===== config.mk =====
export PLATFORM = sky130hd
export DESIGN_NAME = rssl_top
export DESIGN_NICKNAME = d
export VERILOG_FILES = /design/src/rtl/rssl_top.v
export VERILOG_INCLUDE_DIRS = /design/src /design/src/rtl
export SDC_FILE = /design/constraint.sdc
export NUM_CORES = 1
export LEC_CHECK = 0
export ABC_AREA = 1
export BUFFER_PORTS_ARGS = -buffer_cell sky130_fd_sc_hd__buf_2
export CAP_MARGIN = 0
export CELL_PAD_IN_SITES_DETAIL_PLACEMENT = 1
export CELL_PAD_IN_SITES_GLOBAL_PLACEMENT = 2
export CORE_AREA = 2 2 238 240
export DETAILED_ROUTE_END_ITERATION = 8
export DIE_AREA = 0 0 240 242
export HOLD_SLACK_MARGIN = 0.03
export PLACE_DENSITY_LB_ADDON = 0.1
export SKIP_LAST_GASP = 1
export SLEW_MARGIN = 25
export SYNTH_ARGS = -nofsm -noshare
export SYNTH_HDL_FRONTEND = slang
export SYNTH_SLANG_ARGS = --single-unit

===== constraint.sdc =====
create_clock -name clk_sys -period 2.5 [get_ports clk_sys]
set_input_delay 0.5 -clock clk_sys [delete_from_list [all_inputs] [get_ports clk_sys]]
set_output_delay 0.5 -clock clk_sys [all_outputs]
set_load 0.02 [all_outputs]

===== src/rtl/rssl_map.vh =====
`ifndef RSSL_MAP_VH
`define RSSL_MAP_VH
// ****************************************
// Register indices (byte address = 4 x index)
// ****************************************
`define RSSL_IDX_SWCFG      10'h05F
`define RSSL_IDX_STATUS     10'h070
`define RSSL_IDX_POS_LATCH  10'h071
`define RSSL_IDX_ENC_LATCH  10'h072
`define RSSL_IDX_VLIM_L     10'h073
`define RSSL_IDX_VLIM_R     10'h074
`define RSSL_IDX_WAIT       10'h075
// ****************************************
// Switch configuration fields
// ****************************************
`define RSSL_B_STOP_L_EN    0
`define RSSL_B_STOP_R_EN    1
`define RSSL_B_POL_L        2
`define RSSL_B_POL_R        3
`define RSSL_B_SWAP         4
`define RSSL_B_LATCH_L_ACT  5
`define RSSL_B_LATCH_L_INA  6
`define RSSL_B_LATCH_R_ACT  7
`define RSSL_B_LATCH_R_INA  8
`define RSSL_B_LATCH_ENC    9
`define RSSL_B_STALL_HALT   10
`define RSSL_B_SOFTSTOP     11
`define RSSL_B_FINAL_HALT_VELOCITY_L_EN   12
`define RSSL_B_FINAL_HALT_VELOCITY_R_EN   13
`define RSSL_B_VSRC_ENC     14
`define RSSL_SWCFG_MASK     32'h0000_7FFF
`define RSSL_SWCFG_RST      32'h0000_0000
// ****************************************
// Status fields
// ****************************************
`define RSSL_S_SW_L         0
`define RSSL_S_SW_R         1
`define RSSL_S_LATCH_L      2
`define RSSL_S_LATCH_R      3
`define RSSL_S_VIRT_L       4
`define RSSL_S_VIRT_R       5
`define RSSL_S_STALL        6
`define RSSL_S_HALT         7
`define RSSL_S_WAITING      8
`define RSSL_W1C_MASK       32'h0000_004C
// ****************************************
// Other reset values and responses
// ****************************************
`define RSSL_VLIM_L_RST     32'h8000_0000
`define RSSL_VLIM_R_RST     32'h7FFF_FFFF
`define RSSL_WAIT_RST       32'h0000_0000
`define RSSL_RESP_OKAY      2'h0
`define RSSL_RESP_SLVERR    2'h2
`endif


===== src/rtl/rssl_top.v =====
// Overview of operation
// - Bit 14 picks ramp position or encoder position for virtual limits.
// - Bit 13 set: halt while right virtual limit active.
// - Bit 12 set: halt while left virtual limit active.
// - Bit 11 picks hard stop (0) or soft decelerating stop (1).
// - Switch and virtual stops apply only when enabled and velocity sign matches switch side.
// - Hard stop still holds the motor for the standstill wait time.
// - Bit 10 halts on stall event; clearing bit releases the motor.
// - Bit 9 copies encoder position to encoder latch on latch events.
// - Bit 8 latches position on right switch going inactive.
// - Bit 7 latches position on right switch going active.
// - Bit 6 latches position on left switch going inactive.
// - Bit 5 latches position on left switch going active.
// - Bit 4 exchanges left and right switch inputs.
// - Polarity bit 0 means high active, 1 means low active.
// - Stop enable halts while switch active; resumes once the standstill wait has run out after release.
`timescale 1ns/1ps
`include "rssl_map.vh"
module rssl_top (
  input  wire        clk_sys,
  input  wire        rst_b,
  input  wire [31:0] s_axi_awaddr,
  input  wire        s_axi_awvalid,
  output reg         s_axi_awready,
  input  wire [31:0] s_axi_wdata,
  input  wire [3:0]  s_axi_wstrb,
  input  wire        s_axi_wvalid,
  output reg         s_axi_wready,
  output reg  [1:0]  s_axi_bresp,
  output reg         s_axi_bvalid,
  input  wire        s_axi_bready,
  input  wire [31:0] s_axi_araddr,
  input  wire        s_axi_arvalid,
  output reg         s_axi_arready,
  output reg  [31:0] s_axi_rdata,
  output reg  [1:0]  s_axi_rresp,
  output reg         s_axi_rvalid,
  input  wire        s_axi_rready,
  input  wire        left_switch_input,
  input  wire        right_switch_input,
  input  wire [31:0] ramp_actual_position,
  input  wire [31:0] encoder_position,
  input  wire [31:0] ramp_velocity,
  input  wire        stall_event,
  output reg         motor_halt_r,
  output reg         halt_soft_r,
  output reg         halt_waiting_r
);

  // ****************************************
  // Functions
  // ****************************************
  function [31:0] rssl_merge;
    input [31:0] old;
    input [31:0] dat;
    input [3:0]  strb;
    integer      i;
    begin
      rssl_merge = old;
      for (i = 0; i < 4; i = i + 1) begin
        if (strb[i]) begin
          rssl_merge[i*8 +: 8] = dat[i*8 +: 8];
        end
      end
    end
  endfunction

  function rssl_hit;
    input [31:0] addr;
    input [9:0]  idx;
    begin
      rssl_hit = (addr[11:2] == idx) && (addr[31:12] == 20'h0_0000);
    end
  endfunction

  // ****************************************
  // Registers
  // ****************************************
  reg  [31:0] swcfg_r;
  reg  [31:0] vlim_l_r;
  reg  [31:0] vlim_r_r;
  reg  [31:0] wait_r;
  reg  [31:0] pos_latch_r;
  reg  [31:0] enc_latch_r;
  reg         latch_l_flag_r;
  reg         latch_r_flag_r;
  reg         stall_stop_r;
  reg  [31:0] wait_cnt_r;
  reg  [2:0]  sync_l_r;
  reg  [2:0]  sync_r_r;
  reg         filt_l_r;
  reg         filt_r_r;
  reg         act_l_prev_r;
  reg         act_r_prev_r;
  reg  [31:0] awaddr_r;
  reg  [31:0] wdata_r;
  reg  [3:0]  wstrb_r;
  reg         aw_held_r;
  reg         w_held_r;

  // ****************************************
  // Switch conditioning
  // ****************************************
  always @(posedge clk_sys or negedge rst_b) begin
    if (!rst_b) begin
      sync_l_r <= 3'h0;
      sync_r_r <= 3'h0;
      filt_l_r <= 1'b0;
      filt_r_r <= 1'b0;
    end else begin
      sync_l_r <= {sync_l_r[1:0], left_switch_input};
      sync_r_r <= {sync_r_r[1:0], right_switch_input};
      if (sync_l_r[1] == sync_l_r[2]) begin
        filt_l_r <= sync_l_r[2];
      end
      if (sync_r_r[1] == sync_r_r[2]) begin
        filt_r_r <= sync_r_r[2];
      end
    end
  end

  wire swap   = swcfg_r[`RSSL_B_SWAP];
  wire raw_l  = swap ? filt_r_r : filt_l_r;
  wire raw_r  = swap ? filt_l_r : filt_r_r;
  wire act_l  = raw_l ^ swcfg_r[`RSSL_B_POL_L];
  wire act_r  = raw_r ^ swcfg_r[`RSSL_B_POL_R];
  wire rise_l = act_l & ~act_l_prev_r;
  wire fall_l = ~act_l & act_l_prev_r;
  wire rise_r = act_r & ~act_r_prev_r;
  wire fall_r = ~act_r & act_r_prev_r;

  wire latch_l_ev = (rise_l & swcfg_r[`RSSL_B_LATCH_L_ACT]) |
                    (fall_l & swcfg_r[`RSSL_B_LATCH_L_INA]);
  wire latch_r_ev = (rise_r & swcfg_r[`RSSL_B_LATCH_R_ACT]) |
                    (fall_r & swcfg_r[`RSSL_B_LATCH_R_INA]);

  // ****************************************
  // Stop decision
  // ****************************************
  wire [31:0] vpos = swcfg_r[`RSSL_B_VSRC_ENC] ? encoder_position
                                               : ramp_actual_position;
  wire virt_l = $signed(vpos) < $signed(vlim_l_r);
  wire virt_r = $signed(vpos) > $signed(vlim_r_r);
  wire vel_neg = ramp_velocity[31];
  wire vel_pos = ~ramp_velocity[31] & (ramp_velocity != 32'h0000_0000);
  wire stop_l = vel_neg &
                ((act_l & swcfg_r[`RSSL_B_STOP_L_EN]) |
                 (virt_l & swcfg_r[`RSSL_B_FINAL_HALT_VELOCITY_L_EN]));
  wire stop_r = vel_pos &
                ((act_r & swcfg_r[`RSSL_B_STOP_R_EN]) |
                 (virt_r & swcfg_r[`RSSL_B_FINAL_HALT_VELOCITY_R_EN]));
  wire stop_now = stop_l | stop_r | stall_stop_r;

  // ****************************************
  // Bus decode
  // ****************************************
  wire wr_fire = aw_held_r & w_held_r & ~s_axi_bvalid;
  wire wr_cfg  = wr_fire & rssl_hit(awaddr_r, `RSSL_IDX_SWCFG);
  wire wr_stat = wr_fire & rssl_hit(awaddr_r, `RSSL_IDX_STATUS);
  wire wr_vl   = wr_fire & rssl_hit(awaddr_r, `RSSL_IDX_VLIM_L);
  wire wr_vr   = wr_fire & rssl_hit(awaddr_r, `RSSL_IDX_VLIM_R);
  wire wr_wt   = wr_fire & rssl_hit(awaddr_r, `RSSL_IDX_WAIT);
  wire wr_ro   = rssl_hit(awaddr_r, `RSSL_IDX_POS_LATCH) |
                 rssl_hit(awaddr_r, `RSSL_IDX_ENC_LATCH);
  wire wr_ok   = wr_cfg | wr_stat | wr_vl | wr_vr | wr_wt | (wr_fire & wr_ro);
  wire [31:0] w1c = rssl_merge(32'h0000_0000, wdata_r, wstrb_r) &
                    `RSSL_W1C_MASK;
  wire [31:0] cfg_nxt = rssl_merge(swcfg_r, wdata_r, wstrb_r) &
                        `RSSL_SWCFG_MASK;

  wire [31:0] status = {23'h00_0000, halt_waiting_r, motor_halt_r,
                        stall_stop_r, virt_r, virt_l, latch_r_flag_r,
                        latch_l_flag_r, act_r, act_l};

  // ****************************************
  // Register file and capture
  // ****************************************
  always @(posedge clk_sys or negedge rst_b) begin
    if (!rst_b) begin
      swcfg_r        <= `RSSL_SWCFG_RST;
      vlim_l_r       <= `RSSL_VLIM_L_RST;
      vlim_r_r       <= `RSSL_VLIM_R_RST;
      wait_r         <= `RSSL_WAIT_RST;
      pos_latch_r    <= 32'h0000_0000;
      enc_latch_r    <= 32'h0000_0000;
      latch_l_flag_r <= 1'b0;
      latch_r_flag_r <= 1'b0;
      stall_stop_r   <= 1'b0;
      act_l_prev_r   <= 1'b0;
      act_r_prev_r   <= 1'b0;
    end else begin
      act_l_prev_r <= act_l;
      act_r_prev_r <= act_r;
      if (wr_cfg) begin
        swcfg_r <= cfg_nxt;
      end
      if (wr_vl) begin
        vlim_l_r <= rssl_merge(vlim_l_r, wdata_r, wstrb_r);
      end
      if (wr_vr) begin
        vlim_r_r <= rssl_merge(vlim_r_r, wdata_r, wstrb_r);
      end
      if (wr_wt) begin
        wait_r <= rssl_merge(wait_r, wdata_r, wstrb_r);
      end
      if (latch_l_ev | latch_r_ev) begin
        pos_latch_r <= ramp_actual_position;
        if (swcfg_r[`RSSL_B_LATCH_ENC]) begin
          enc_latch_r <= encoder_position;
        end
      end
      if (latch_l_ev) begin
        latch_l_flag_r <= 1'b1;
      end else if (wr_stat & w1c[`RSSL_S_LATCH_L]) begin
        latch_l_flag_r <= 1'b0;
      end
      if (latch_r_ev) begin
        latch_r_flag_r <= 1'b1;
      end else if (wr_stat & w1c[`RSSL_S_LATCH_R]) begin
        latch_r_flag_r <= 1'b0;
      end
      if (!swcfg_r[`RSSL_B_STALL_HALT]) begin
        stall_stop_r <= 1'b0;
      end else if (stall_event) begin
        stall_stop_r <= 1'b1;
      end else if (wr_stat & w1c[`RSSL_S_STALL]) begin
        stall_stop_r <= 1'b0;
      end
    end
  end

  // ****************************************
  // Halt and standstill wait
  // ****************************************
  always @(posedge clk_sys or negedge rst_b) begin
    if (!rst_b) begin
      motor_halt_r   <= 1'b0;
      halt_soft_r    <= 1'b0;
      halt_waiting_r <= 1'b0;
      wait_cnt_r     <= 32'h0000_0000;
    end else begin
      halt_soft_r <= swcfg_r[`RSSL_B_SOFTSTOP];
      if (stop_now) begin
        motor_halt_r   <= 1'b1;
        halt_waiting_r <= 1'b0;
        wait_cnt_r     <= wait_r;
      end else if (motor_halt_r && wait_cnt_r != 32'h0000_0000) begin
        halt_waiting_r <= 1'b1;
        wait_cnt_r     <= wait_cnt_r - 32'h0000_0001;
      end else begin
        motor_halt_r   <= 1'b0;
        halt_waiting_r <= 1'b0;
      end
    end
  end

  // ****************************************
  // AXI4-Lite write channel
  // ****************************************
  always @(posedge clk_sys or negedge rst_b) begin
    if (!rst_b) begin
      s_axi_awready <= 1'b1;
      s_axi_wready  <= 1'b1;
      s_axi_bvalid  <= 1'b0;
      s_axi_bresp   <= `RSSL_RESP_OKAY;
      aw_held_r     <= 1'b0;
      w_held_r      <= 1'b0;
      awaddr_r      <= 32'h0000_0000;
      wdata_r       <= 32'h0000_0000;
      wstrb_r       <= 4'h0;
    end else begin
      if (s_axi_awvalid && s_axi_awready) begin
        awaddr_r      <= s_axi_awaddr;
        aw_held_r     <= 1'b1;
        s_axi_awready <= 1'b0;
      end
      if (s_axi_wvalid && s_axi_wready) begin
        wdata_r      <= s_axi_wdata;
        wstrb_r      <= s_axi_wstrb;
        w_held_r     <= 1'b1;
        s_axi_wready <= 1'b0;
      end
      if (wr_fire) begin
        aw_held_r    <= 1'b0;
        w_held_r     <= 1'b0;
        s_axi_bvalid <= 1'b1;
        s_axi_bresp  <= wr_ok ? `RSSL_RESP_OKAY : `RSSL_RESP_SLVERR;
      end
      if (s_axi_bvalid && s_axi_bready) begin
        s_axi_bvalid  <= 1'b0;
        s_axi_awready <= 1'b1;
        s_axi_wready  <= 1'b1;
      end
    end
  end

  // ****************************************
  // AXI4-Lite read channel
  // ****************************************
  always @(posedge clk_sys or negedge rst_b) begin
    if (!rst_b) begin
      s_axi_arready <= 1'b1;
      s_axi_rvalid  <= 1'b0;
      s_axi_rdata   <= 32'h0000_0000;
      s_axi_rresp   <= `RSSL_RESP_OKAY;
    end else begin
      if (s_axi_arvalid && s_axi_arready) begin
        s_axi_arready <= 1'b0;
        s_axi_rvalid  <= 1'b1;
        s_axi_rresp   <= `RSSL_RESP_OKAY;
        if (rssl_hit(s_axi_araddr, `RSSL_IDX_SWCFG)) begin
          s_axi_rdata <= swcfg_r;
        end else if (rssl_hit(s_axi_araddr, `RSSL_IDX_STATUS)) begin
          s_axi_rdata <= status;
        end else if (rssl_hit(s_axi_araddr, `RSSL_IDX_POS_LATCH)) begin
          s_axi_rdata <= pos_latch_r;
        end else if (rssl_hit(s_axi_araddr, `RSSL_IDX_ENC_LATCH)) begin
          s_axi_rdata <= enc_latch_r;
        end else if (rssl_hit(s_axi_araddr, `RSSL_IDX_VLIM_L)) begin
          s_axi_rdata <= vlim_l_r;
        end else if (rssl_hit(s_axi_araddr, `RSSL_IDX_VLIM_R)) begin
          s_axi_rdata <= vlim_r_r;
        end else if (rssl_hit(s_axi_araddr, `RSSL_IDX_WAIT)) begin
          s_axi_rdata <= wait_r;
        end else begin
          s_axi_rdata <= 32'h0000_0000;
          s_axi_rresp <= `RSSL_RESP_SLVERR;
        end
      end
      if (s_axi_rvalid && s_axi_rready) begin
        s_axi_rvalid  <= 1'b0;
        s_axi_arready <= 1'b1;
      end
    end
  end
endmodule


* After elaboration in Yosys (flattened, before gate mapping)
Cells that the tools add are included.
W data, S select, Z words.
** Cells by class
- Reduce and logical (&&, ||, !) cells :: 48
- Magnitude comparators :: 2
- $add $sub $neg :: 1
- Muxes and demuxes :: 46
- Eq/ne operators :: 18
- Bitwise gates (word level) :: 47
** Operator list (number)
- $mux W32 :: 10
- $eq A10 B7 Y1 const B :: 14
- $reduce_bool A32 Y1 :: 2
- $logic_not A20 Y1 :: 2
- $gt A32 B32 Y1 :: 1
- $lt A32 B32 Y1 :: 1
- $sub A32 B1 Y32 const B :: 1
- $reduce_and A2 Y1 :: 15
- $mux W1 :: 27
- $and A1 B1 Y1 :: 26
- $logic_and A1 B1 Y1 :: 20
- $reduce_bool A2 Y1 :: 9
- $mux W2 :: 8
- $or A1 B1 Y1 :: 13
- $mux W7 :: 1
- $not A1 Y1 :: 6
- $ne A3 B2 Y1 const B :: 1
- $eq A1 B1 Y1 :: 2
- $ne A2 B2 Y1 const B :: 1
- $xor A1 B1 Y1 :: 2
** Word-level totals
- Output and inout bits :: 44
- Flip-flop bits (word level) :: 334
- Input port bits :: 206

* Depth between registers and ports, before layout
Gate-level depths: netlist (run 1).
- Word-level depth :: 9
- Depth in mapped cells :: 25

* Worst setup path after synthesis (run 1)
Ideal clock, no wire load.
- Path type :: register to register
- From :: register swcfg_r[14]
- To :: register wait_cnt_r[8]
- Period minus slack after synthesis :: 2694 ps
- Slack :: -194 ps
- Stages on the path, launching flop included :: 21
- Arrival :: 2581 ps
- Buffers on the path :: 3
- Path through :: dfrtp_1 -> buf_2 -> clkbuf_1 -> nand2_1 -> o21ai_0 -> ha_1 -> nand2_1 -> nor3_1 -> and3_1 -> nand2_1 -> nand2_1 -> nand2_1 -> nand4_1 -> nand2_1 -> a21oi_2 -> nand2_2 -> inv_2 -> buf_4 -> nand2_1 -> nand2_1 -> inv_1
** On the way
- Word-level cells in the longest chain between the ends :: 8
- Elaborated cells on any way between the ends :: 13
** Ends and longest elaborated chain
- start: declaration :: RTL line rssl_top.v:79 : reg [31:0] swcfg_r;
- start signal: assignment :: RTL line rssl_top.v:180 : swcfg_r <= `RSSL_SWCFG_RST;
- start signal: assignment :: RTL line rssl_top.v:195 : swcfg_r <= cfg_nxt;
- $mux W32 (*) :: RTL line rssl_top.v:140 : wire [31:0] vpos = swcfg_r[`RSSL_B_VSRC_ENC] ? encoder_position
- $lt A32 B32 Y1 / $gt A32 B32 Y1 (equally long branches) :: RTL line rssl_top.v:142, rssl_top.v:143
- $and A1 B1 Y1, on equally long branches :: RTL line rssl_top.v:148, rssl_top.v:151
- $or A1 B1 Y1, on equally long branches :: RTL line rssl_top.v:147, rssl_top.v:150
- $and A1 B1 Y1, on equally long branches :: RTL line rssl_top.v:146, rssl_top.v:149
- $or A1 B1 Y1 (*) (2 in series) :: RTL line rssl_top.v:152 : wire stop_now = stop_l | stop_r | stall_stop_r;
- $mux W32 / $reduce_bool A2 Y1 (equally long branches)
- end signal: assignment :: RTL line rssl_top.v:246 : wait_cnt_r <= wait_r;
- end signal: assignment :: RTL line rssl_top.v:249 : wait_cnt_r <= wait_cnt_r - 32'h0000_0001;
- end: declaration :: RTL line rssl_top.v:88 : reg [31:0] wait_cnt_r;
Mark *: on every way between the ends. The rest lies on a longest branch, timed or not.
A chain may end at the register's enable or synchronous reset.

* Worst setup path in the final report (run 1)
- From :: register swcfg_r[14]
- To :: register wait_cnt_r[12]
Same word-level chain as after synthesis.

==> summary.txt, run 1 <==
Yosys warnings - 0
Max-Cap Viols - 0
Dpl ws - -755.3 ps
Asr flop ratio synth - 1.000
Placer Congestion - 0.8469
Clock Path Buffers - 3
Mapped Avg Cell Area - 8.210 um2
DRT Pass-1 Iters - 5
GRT Residual Overflow - 0
CP max FO - 6
Yosys top cell area share - 0.4333
Die Wd - 240 um
Slew @ Worst Pin - 666.5 ps
Fin. Hold Viols - 0
Clk sink count - 330
CTS Root Cell - clkbuf_16
Footprint of the multi-input gates - 0.007736 mm2
Seq cells post-synth - 330
Setup crit start kind - flop
Post-synthesis sequential area ratio - 0.4873
Max-slew violations - 0
Largest net degree at the start of global routing - 80
# rows - 87
Synth area leaders - dfrtp_1 43%, nand2_1 12%, inv_1 6.8%
Ports - 250
TritonCTS clock tree - built
Total track usage - 0.2119
Wire per inst - 18.95 um
Iteration-0 DRC Markers - 557
DR vias - 15,380
Lkg Pwr - 10.90 nW
Worst EP required - 2970 ps
Antenna-violating nets left - 0
Htree depth - 2
Hold slack - 86.89 ps
Layout cells sized above 1 - 0.2610
EDFF count, synth - 0
Worst Hold Class - input pin to flop
Peak supply drop - 0.0004009 V
Fmax - 0.3320 GHz
Dominant cell type by area after synthesis - dfrtp_1
Fillcell total - 6,751
DRT Wirelength - 61,480 um
Dominant synthesized flop cell - dfrtp_1
RSZ-0062 raised after global routing - true
CP endpoint kind - flop
Nets - 2,723
Worst EP arrival - 3480 ps
Initial Utilization - 0.3057
Syn-to-layout area delta - 31.33%
Synthesized instance count - 2,075
Clk Latency, worst-skew pair - 580 ps
IO buf count - 243
Die Y - 242 um
CTS buffer count - 42
Post-DP HPWL - 46,520 um
Most frequent cells in the layout - 507 x nand2_1, 306 x inv_1, 294 x dfrtp_1, 242 x buf_2, 193 x o21ai_0
Critical path class - flop to flop
Die area - 0.05808 mm2
Skew final - 21.12 ps
Pwr/cell area - 662.9 mW/mm2
First-pass GRT wire length - 94,460 um
DRC - 0
Vias in the first global route - 16,628
Sequential cell area - 0.008303 mm2
CP max-delay cell - dfrtp_2
Slew margin rel. - 0.5520
Final Util - 0.4014
Vias per std cell - 4.741
PnR worst setup slack - -512.2 ps
Failing checks - negative setup slack
Crit share post-route - 1.205
Final Critical Period - 3012 ps
CORE AREA - 0.05573 mm2
CP most frequent cell - nand2_2
Initial antenna violation count - 1
Final setup fails - 36
Run status - finished, violations left
Crit-path cells - buf_12 > buf_12 > buf_16 > nand2_2 > o21ai_2 > buf_4 > ha_1 > nand2_1 > nor2_1 > nand2_2 > nor4_4 > buf_4 > nand2_2 > nand3_2 > nand3_2 > nand2_2 > nand2_4 > nand2_8 > clkbuf_16 > nand2_1 > o21ai_1 > inv_1
Commonest non-fill, non-tap cell in the layout - nand2_1
Synth cell types - 58
Post-Syn Area - 0.01704 mm2
CTS clk-pin slew, worst paths - 60 ps
Critical Path Max Stage Delay - 440 ps
## synth_stat cells, types with 8 or more instances
| library cell | number |
|---|---|
| o21ai_1 | 35 |
| nor2_1 | 117 |
| nor3_1 | 15 |
| nand3_1 | 37 |
| buf_2 | 12 |
| a221oi_1 | 9 |
| mux2_1 | 28 |
| dfstp_2 | 35 |
| o221ai_1 | 15 |
| xnor2_1 | 10 |
| nand4_1 | 42 |
| inv_2 | 12 |
| xor2_1 | 17 |
| nand2_1 | 536 |
| ha_1 | 64 |
| o22ai_2 | 8 |
| inv_1 | 309 |
| o21ai_0 | 224 |
| o22ai_1 | 31 |
| dfrtp_1 | 295 |
| a21oi_1 | 84 |
| nor4_1 | 17 |
| clkbuf_1 | 51 |
## layout make-up
class	instances	area share
timing repair buffer	408	0.1254
inverter	324	0.05458
clock buffer	69	0.05738
antenna	1	0.0001119
multi-input combinational	1347	0.3458
tap	756	0.04228
sequential	330	0.3711
clock inverter	9	0.003300
## sequential cells by signal (all words and copies together), names as in the netlist, 32 cells and up
signal and count:
enc_latch_r 32, pos_latch_r 32, s_axi_rdata 32, vlim_l_r 32, vlim_r_r 32, wait_cnt_r 32, wait_r 32, wdata_r 32
## report_power, final
| group | leakage [nW] | internal [mW] | switching, mW |
|---|---|---|---|
| Sequential | 3.99 | 6.04 | 0.329 |
| Combinational | 6.25 | 0.778 | 1.67 |
| Clock | 0.664 | 3.51 | 2.50 |
## worst paths after layout
kind	from	end	slack, ps	cells past startpoint
min	s_axi_wvalid	s_axi_wready	90	2
min in group asynchronous	rst_b	wdata_r[17]	410	2
max	swcfg_r[14]	wait_cnt_r[12]	-510	22
min reg2reg	sync_l_r[0]	sync_l_r[1]	350	0
max reg2reg	swcfg_r[14]	wait_cnt_r[12]	-510	22
max in group asynchronous	rst_b	vlim_r_r[4]	1230	3
## worst max-delay path, delay by kind of cell (launching register included)
family          cells  cell delay, ps
fa+ha+maj           1             260
buf+inv             7             950
compound gates      2             140
simple gates       12            1090
flops               1             440
## stage by stage
step | setup TNS, ps | std cells | cell area (um2) | total power, mW
2_1_floorplan | -1524 | 2076 | 17090 | 7.658
3_3_place_gp | -21060 | 3143 | 20140 | 8.828
3_5_place_dp | -23810 | 3143 | 20140 | 8.913
4_1_cts | -13990 | 3234 | 21770 | 15.06
5_1_grt | -21770 | 3244 | 22370 | 15.64
6_report | -16650 | 3244 | 22370 | 14.83
## repair_timing
| item | in CTS | in global routing |
|---|---|---|
| gates cloned | 2 | 4 |
| buffers inserted | 8 | 5 |
| hold buffers | 3 | 0 |
| endpoints found under the hold margin | 35 | 0 |
| pin swaps | 9 | 9 |
| resized for setup | 43 | 101 |
| setup endpoints to repair | 36 | 52 |
## per-layer routing
layer  vias up  share of wire  routed length (um)  track usage
met2       217           0.53               32410       0.3912
met5         -              0                   0            0
met4         0          0.030                1865      0.06741
met1      7581           0.41               25490       0.2504
met3        92          0.028                1716      0.02974
li1       7490              -                   -            -
## cell families after synthesis
family	synth area share
flip-flops	0.4873
adder cells (fa/ha/maj)	0.04818
XOR/XNOR	0.01388
buffers and inverters	0.09210
AO/OA/AOI/OAI	0.1392
other	0.0002201
AND/OR/NAND/NOR	0.1986
multiplexers	0.02049
Power figures use the tool's default switching activity.
==> run 2, diff against run 1 <==
Settings changed: ABC_AREA 1 to unset, CORE_AREA 2 2 238 240 to 2 2 220 222, DIE_AREA 0 0 240 242 to 0 0 222 224.
==> run 2 against run 1 <==
The run still ends with negative setup slack left; wire length decreased by 8.5%; non-clock buffer count rose by 59; count of clock-buffer cells in the layout is 1 higher; die area is 14% lower; core utilization increased by 6.5 points; critical path type unchanged.
==> summary.txt, run 2 <==
Run status - finished, violations left (unchanged)
Failing checks - negative setup slack (unchanged)
Final Critical Period - 3638 ps (was 3012 ps)
DRT Wirelength - 56,270 um (was 61,480 um)
Most numerous cell in the Yosys netlist - mux2_2 (was nand2_1)
Htree depth - 2 (unchanged)
Initial Utilization - 0.3449 (was 0.3057)
Max-Cap Viols - 0 (unchanged)
Layout cells sized above 1 - 0.5123 (was 0.2610)
Synth cell types - 69 (was 58)
Antenna-violating nets left - 0 (unchanged)
Peak supply drop - 0.0004673 V (was 0.0004009 V)
Pwr/cell area - 665.7 mW/mm2 (was 662.9 mW/mm2)
First-pass GRT wire length - 85,230 um (was 94,460 um)
Most frequent cells in the layout - 294 x dfrtp_1, 290 x mux2_2, 242 x buf_2, 177 x buf_4, 80 x inv_1 (was 507 x nand2_1, 306 x inv_1, 294 x dfrtp_1, 242 x buf_2, 193 x o21ai_0)
Max-slew violations - 0 (unchanged)
Slew margin rel. - 0.3494 (was 0.5520)
Post-synthesis sequential area ratio - 0.5084 (was 0.4873)
Fin. Hold Viols - 0 (unchanged)
DRC - 0 (unchanged)
Yosys warnings - 0 (unchanged)
Post-DP HPWL - 41,740 um (was 46,520 um)
CTS Root Cell - clkbuf_16 (unchanged)
Final setup fails - 123 (was 36)
Iteration-0 DRC Markers - 517 (was 557)
Setup crit start kind - flop (unchanged)
Dominant synthesized flop cell - dfrtp_1 (unchanged)
CTS buffer count - 41 (was 42)
Skew final - 18.52 ps (was 21.12 ps)
Synthesized instance count - 1,345 (was 2,075)
Slew @ Worst Pin - 972.4 ps (was 666.5 ps)
CP startpoint - swcfg_r[14] (unchanged)
TritonCTS clock tree - built (unchanged)
Clk Latency, worst-skew pair - 570 ps (was 580 ps)
RSZ-0062 raised after global routing - true (unchanged)
Die Y - 224 um (was 242 um)
PnR worst setup slack - -1138 ps (was -512.2 ps)
GRT Residual Overflow - 0 (unchanged)
Wire per inst - 22.98 um (was 18.95 um)
CTS clk-pin slew, worst paths - 60 ps (about the same)
Vias in the first global route - 14,028 (was 16,628)
Fmax - 0.2749 GHz (was 0.3320 GHz)
Dpl ws - -1284 ps (was -755.3 ps)
DRT Pass-1 Iters - 5 (unchanged)
Clk sink count - 330 (unchanged)
Placed insts - 2,357 (was 3,143)
Yosys top cell area share - 0.4520 (was 0.4333)
Hold path cells - 2 (unchanged)
Synth top cells by count - 306 x mux2_2, 295 x dfrtp_1, 87 x nand2_1, 80 x inv_1, 64 x ha_1 (was 536 x nand2_1, 309 x inv_1, 295 x dfrtp_1, 224 x o21ai_0, 117 x nor2_1)
Total track usage - 0.2279 (was 0.2119)
Mapped Avg Cell Area - 12.14 um2 (was 8.210 um2)
Commonest non-fill, non-tap cell in the layout - dfrtp_1 (was nand2_1)
Reg2reg start - swcfg_r[14] (unchanged)
Clock Path Buffers - 3 (unchanged)
Asr flop ratio synth - 1.000 (unchanged)
Critical path class - flop to flop (unchanged)
Syn-to-layout area delta - 35.34% (was 31.33%)
EDFF count, synth - 0 (unchanged)
Final Non-Filler Cells - 2,449 (was 3,244)
# rows - 80 (was 87)
Seq cells post-synth - 330 (unchanged)
Worst Hold Class - input pin to flop (unchanged)
Crit share post-route - 1.455 (was 1.205)
Largest net degree at the start of global routing - 108 (was 80)
Placer Congestion - 0.8403 (was 0.8469)
Initial antenna violation count - 6 (was 1)
Vias per std cell - 5.158 (was 4.741)
CORE AREA - 0.04735 mm2 (was 0.05573 mm2)
Worst EP arrival - 4090 ps (was 3480 ps)
Reg2reg path depth - 13 (was 22)
Worst EP required - 2950 ps (was 2970 ps)
Synth area leaders - dfrtp_1 45%, mux2_2 21%, dfstp_2 5.6% (was dfrtp_1 43%, nand2_1 12%, inv_1 6.8%)
Nets - 2,070 (was 2,723)
DR vias - 12,633 (was 15,380)
Die area - 0.04973 mm2 (was 0.05808 mm2)
IO buf count - 243 (unchanged)
CP max FO - 8 (was 6)
Die Wd - 222 um (was 240 um)
CP endpoint kind - flop (unchanged)
Hold_sp - s_axi_awvalid (was s_axi_wvalid)
Lkg Pwr - 10.36 nW (was 10.90 nW)
Post-Syn Area - 0.01633 mm2 (was 0.01704 mm2)
Ports - 250 (unchanged)
Dominant cell type by area after synthesis - dfrtp_1 (unchanged)
-- run 2: stage by stage --
step	cell area [um2]	utilization	total power [mW]	TNS, ps	hold slack (ps)
after floorplan	16460	-	7.769	-19210	204.4
after global placement	20060	0.4237	8.781	-60240	332.9
after detailed placement	20060	0.4237	8.868	-64440	336.3
after CTS	21860	0.4617	14.93	-47730	72.16
after global routing	22100	0.4668	15.41	-58300	94.88
final	22100	0.4668	14.71	-43660	106.3
-- run 2: timing repair --
item,CTS,global route
resized for setup,90,23
endpoints found under the setup margin,140,138
buffers inserted,8,5
hold buffers,3,0
gates cloned,2,2
pin swaps,17,10
hold endpoints to repair,13,0
-- run 2: final cells by class --
| type | instances | area [um2] |
|---|---|---|
| tap | 615 | 769.5 |
| fill | 5040 | 25240 |
| timing repair buffer | 467 | 3376 |
| inverter | 80 | 300.3 |
| clock inverter | 6 | 65.06 |
| antenna | 1 | 2.502 |
| clock buffer | 70 | 1227 |
| sequential | 330 | 8303 |
| multi-input combinational | 880 | 8059 |
-- run 2: worst paths after layout --
check                                      end  slack [ps]
min in group asynchronous        wait_cnt_r[0]         360
max in group asynchronous          swcfg_r[14]        1210
worst min register to register     sync_l_r[1]         350
worst max register to register  wait_cnt_r[28]       -1140
worst min-delay path             s_axi_awready         110
worst max-delay path            wait_cnt_r[28]       -1140
-- run 2: cell families (layout without fill, tap and decap cells) --
kind of cell,after synthesis,in the layout,synth area share
XOR/XNOR,31,31,0.01663
buffers and inverters,136,623,0.03432
other,1,3,0.0002296
AND/OR/NAND/NOR,233,233,0.07777
flip-flops,330,330,0.5084
AO/OA/AOI/OAI,226,226,0.09049
adder cells (fa/ha/maj),66,66,0.05026
multiplexers,322,322,0.2220
-- run 2: critical path, cell delays in order, from the launching register on --
cell       delay, ps
dfrtp_2          440
buf_12           160
buf_12           140
mux2_4           330
ha_4             250
a21oi_2          110
o21a_1           210
o221ai_2         120
a2111o_1         500
a21oi_2          170
nor3_1            60
or3b_4           510
clkbuf_16        210
mux2_4           290
-- run 2: per-layer routing --
layer	global-route usage	vias up	wire (um)
li1	-	5846	-
met1	0.3014	6466	25660
met2	0.3846	243	27310
met3	0.04210	68	2340
met4	0.05994	10	906
met5	0	-	57
-- run 2: report_power, final --
| part | internal [mW] | switching [mW] | total [mW] | leakage, nW |
|---|---|---|---|---|
| registers | 6.08 | 0.816 | 6.90 | 4.14 |
| clock network | 3.44 | 2.36 | 5.81 | 0.628 |
| logic | 1.08 | 0.928 | 2.01 | 5.59 |
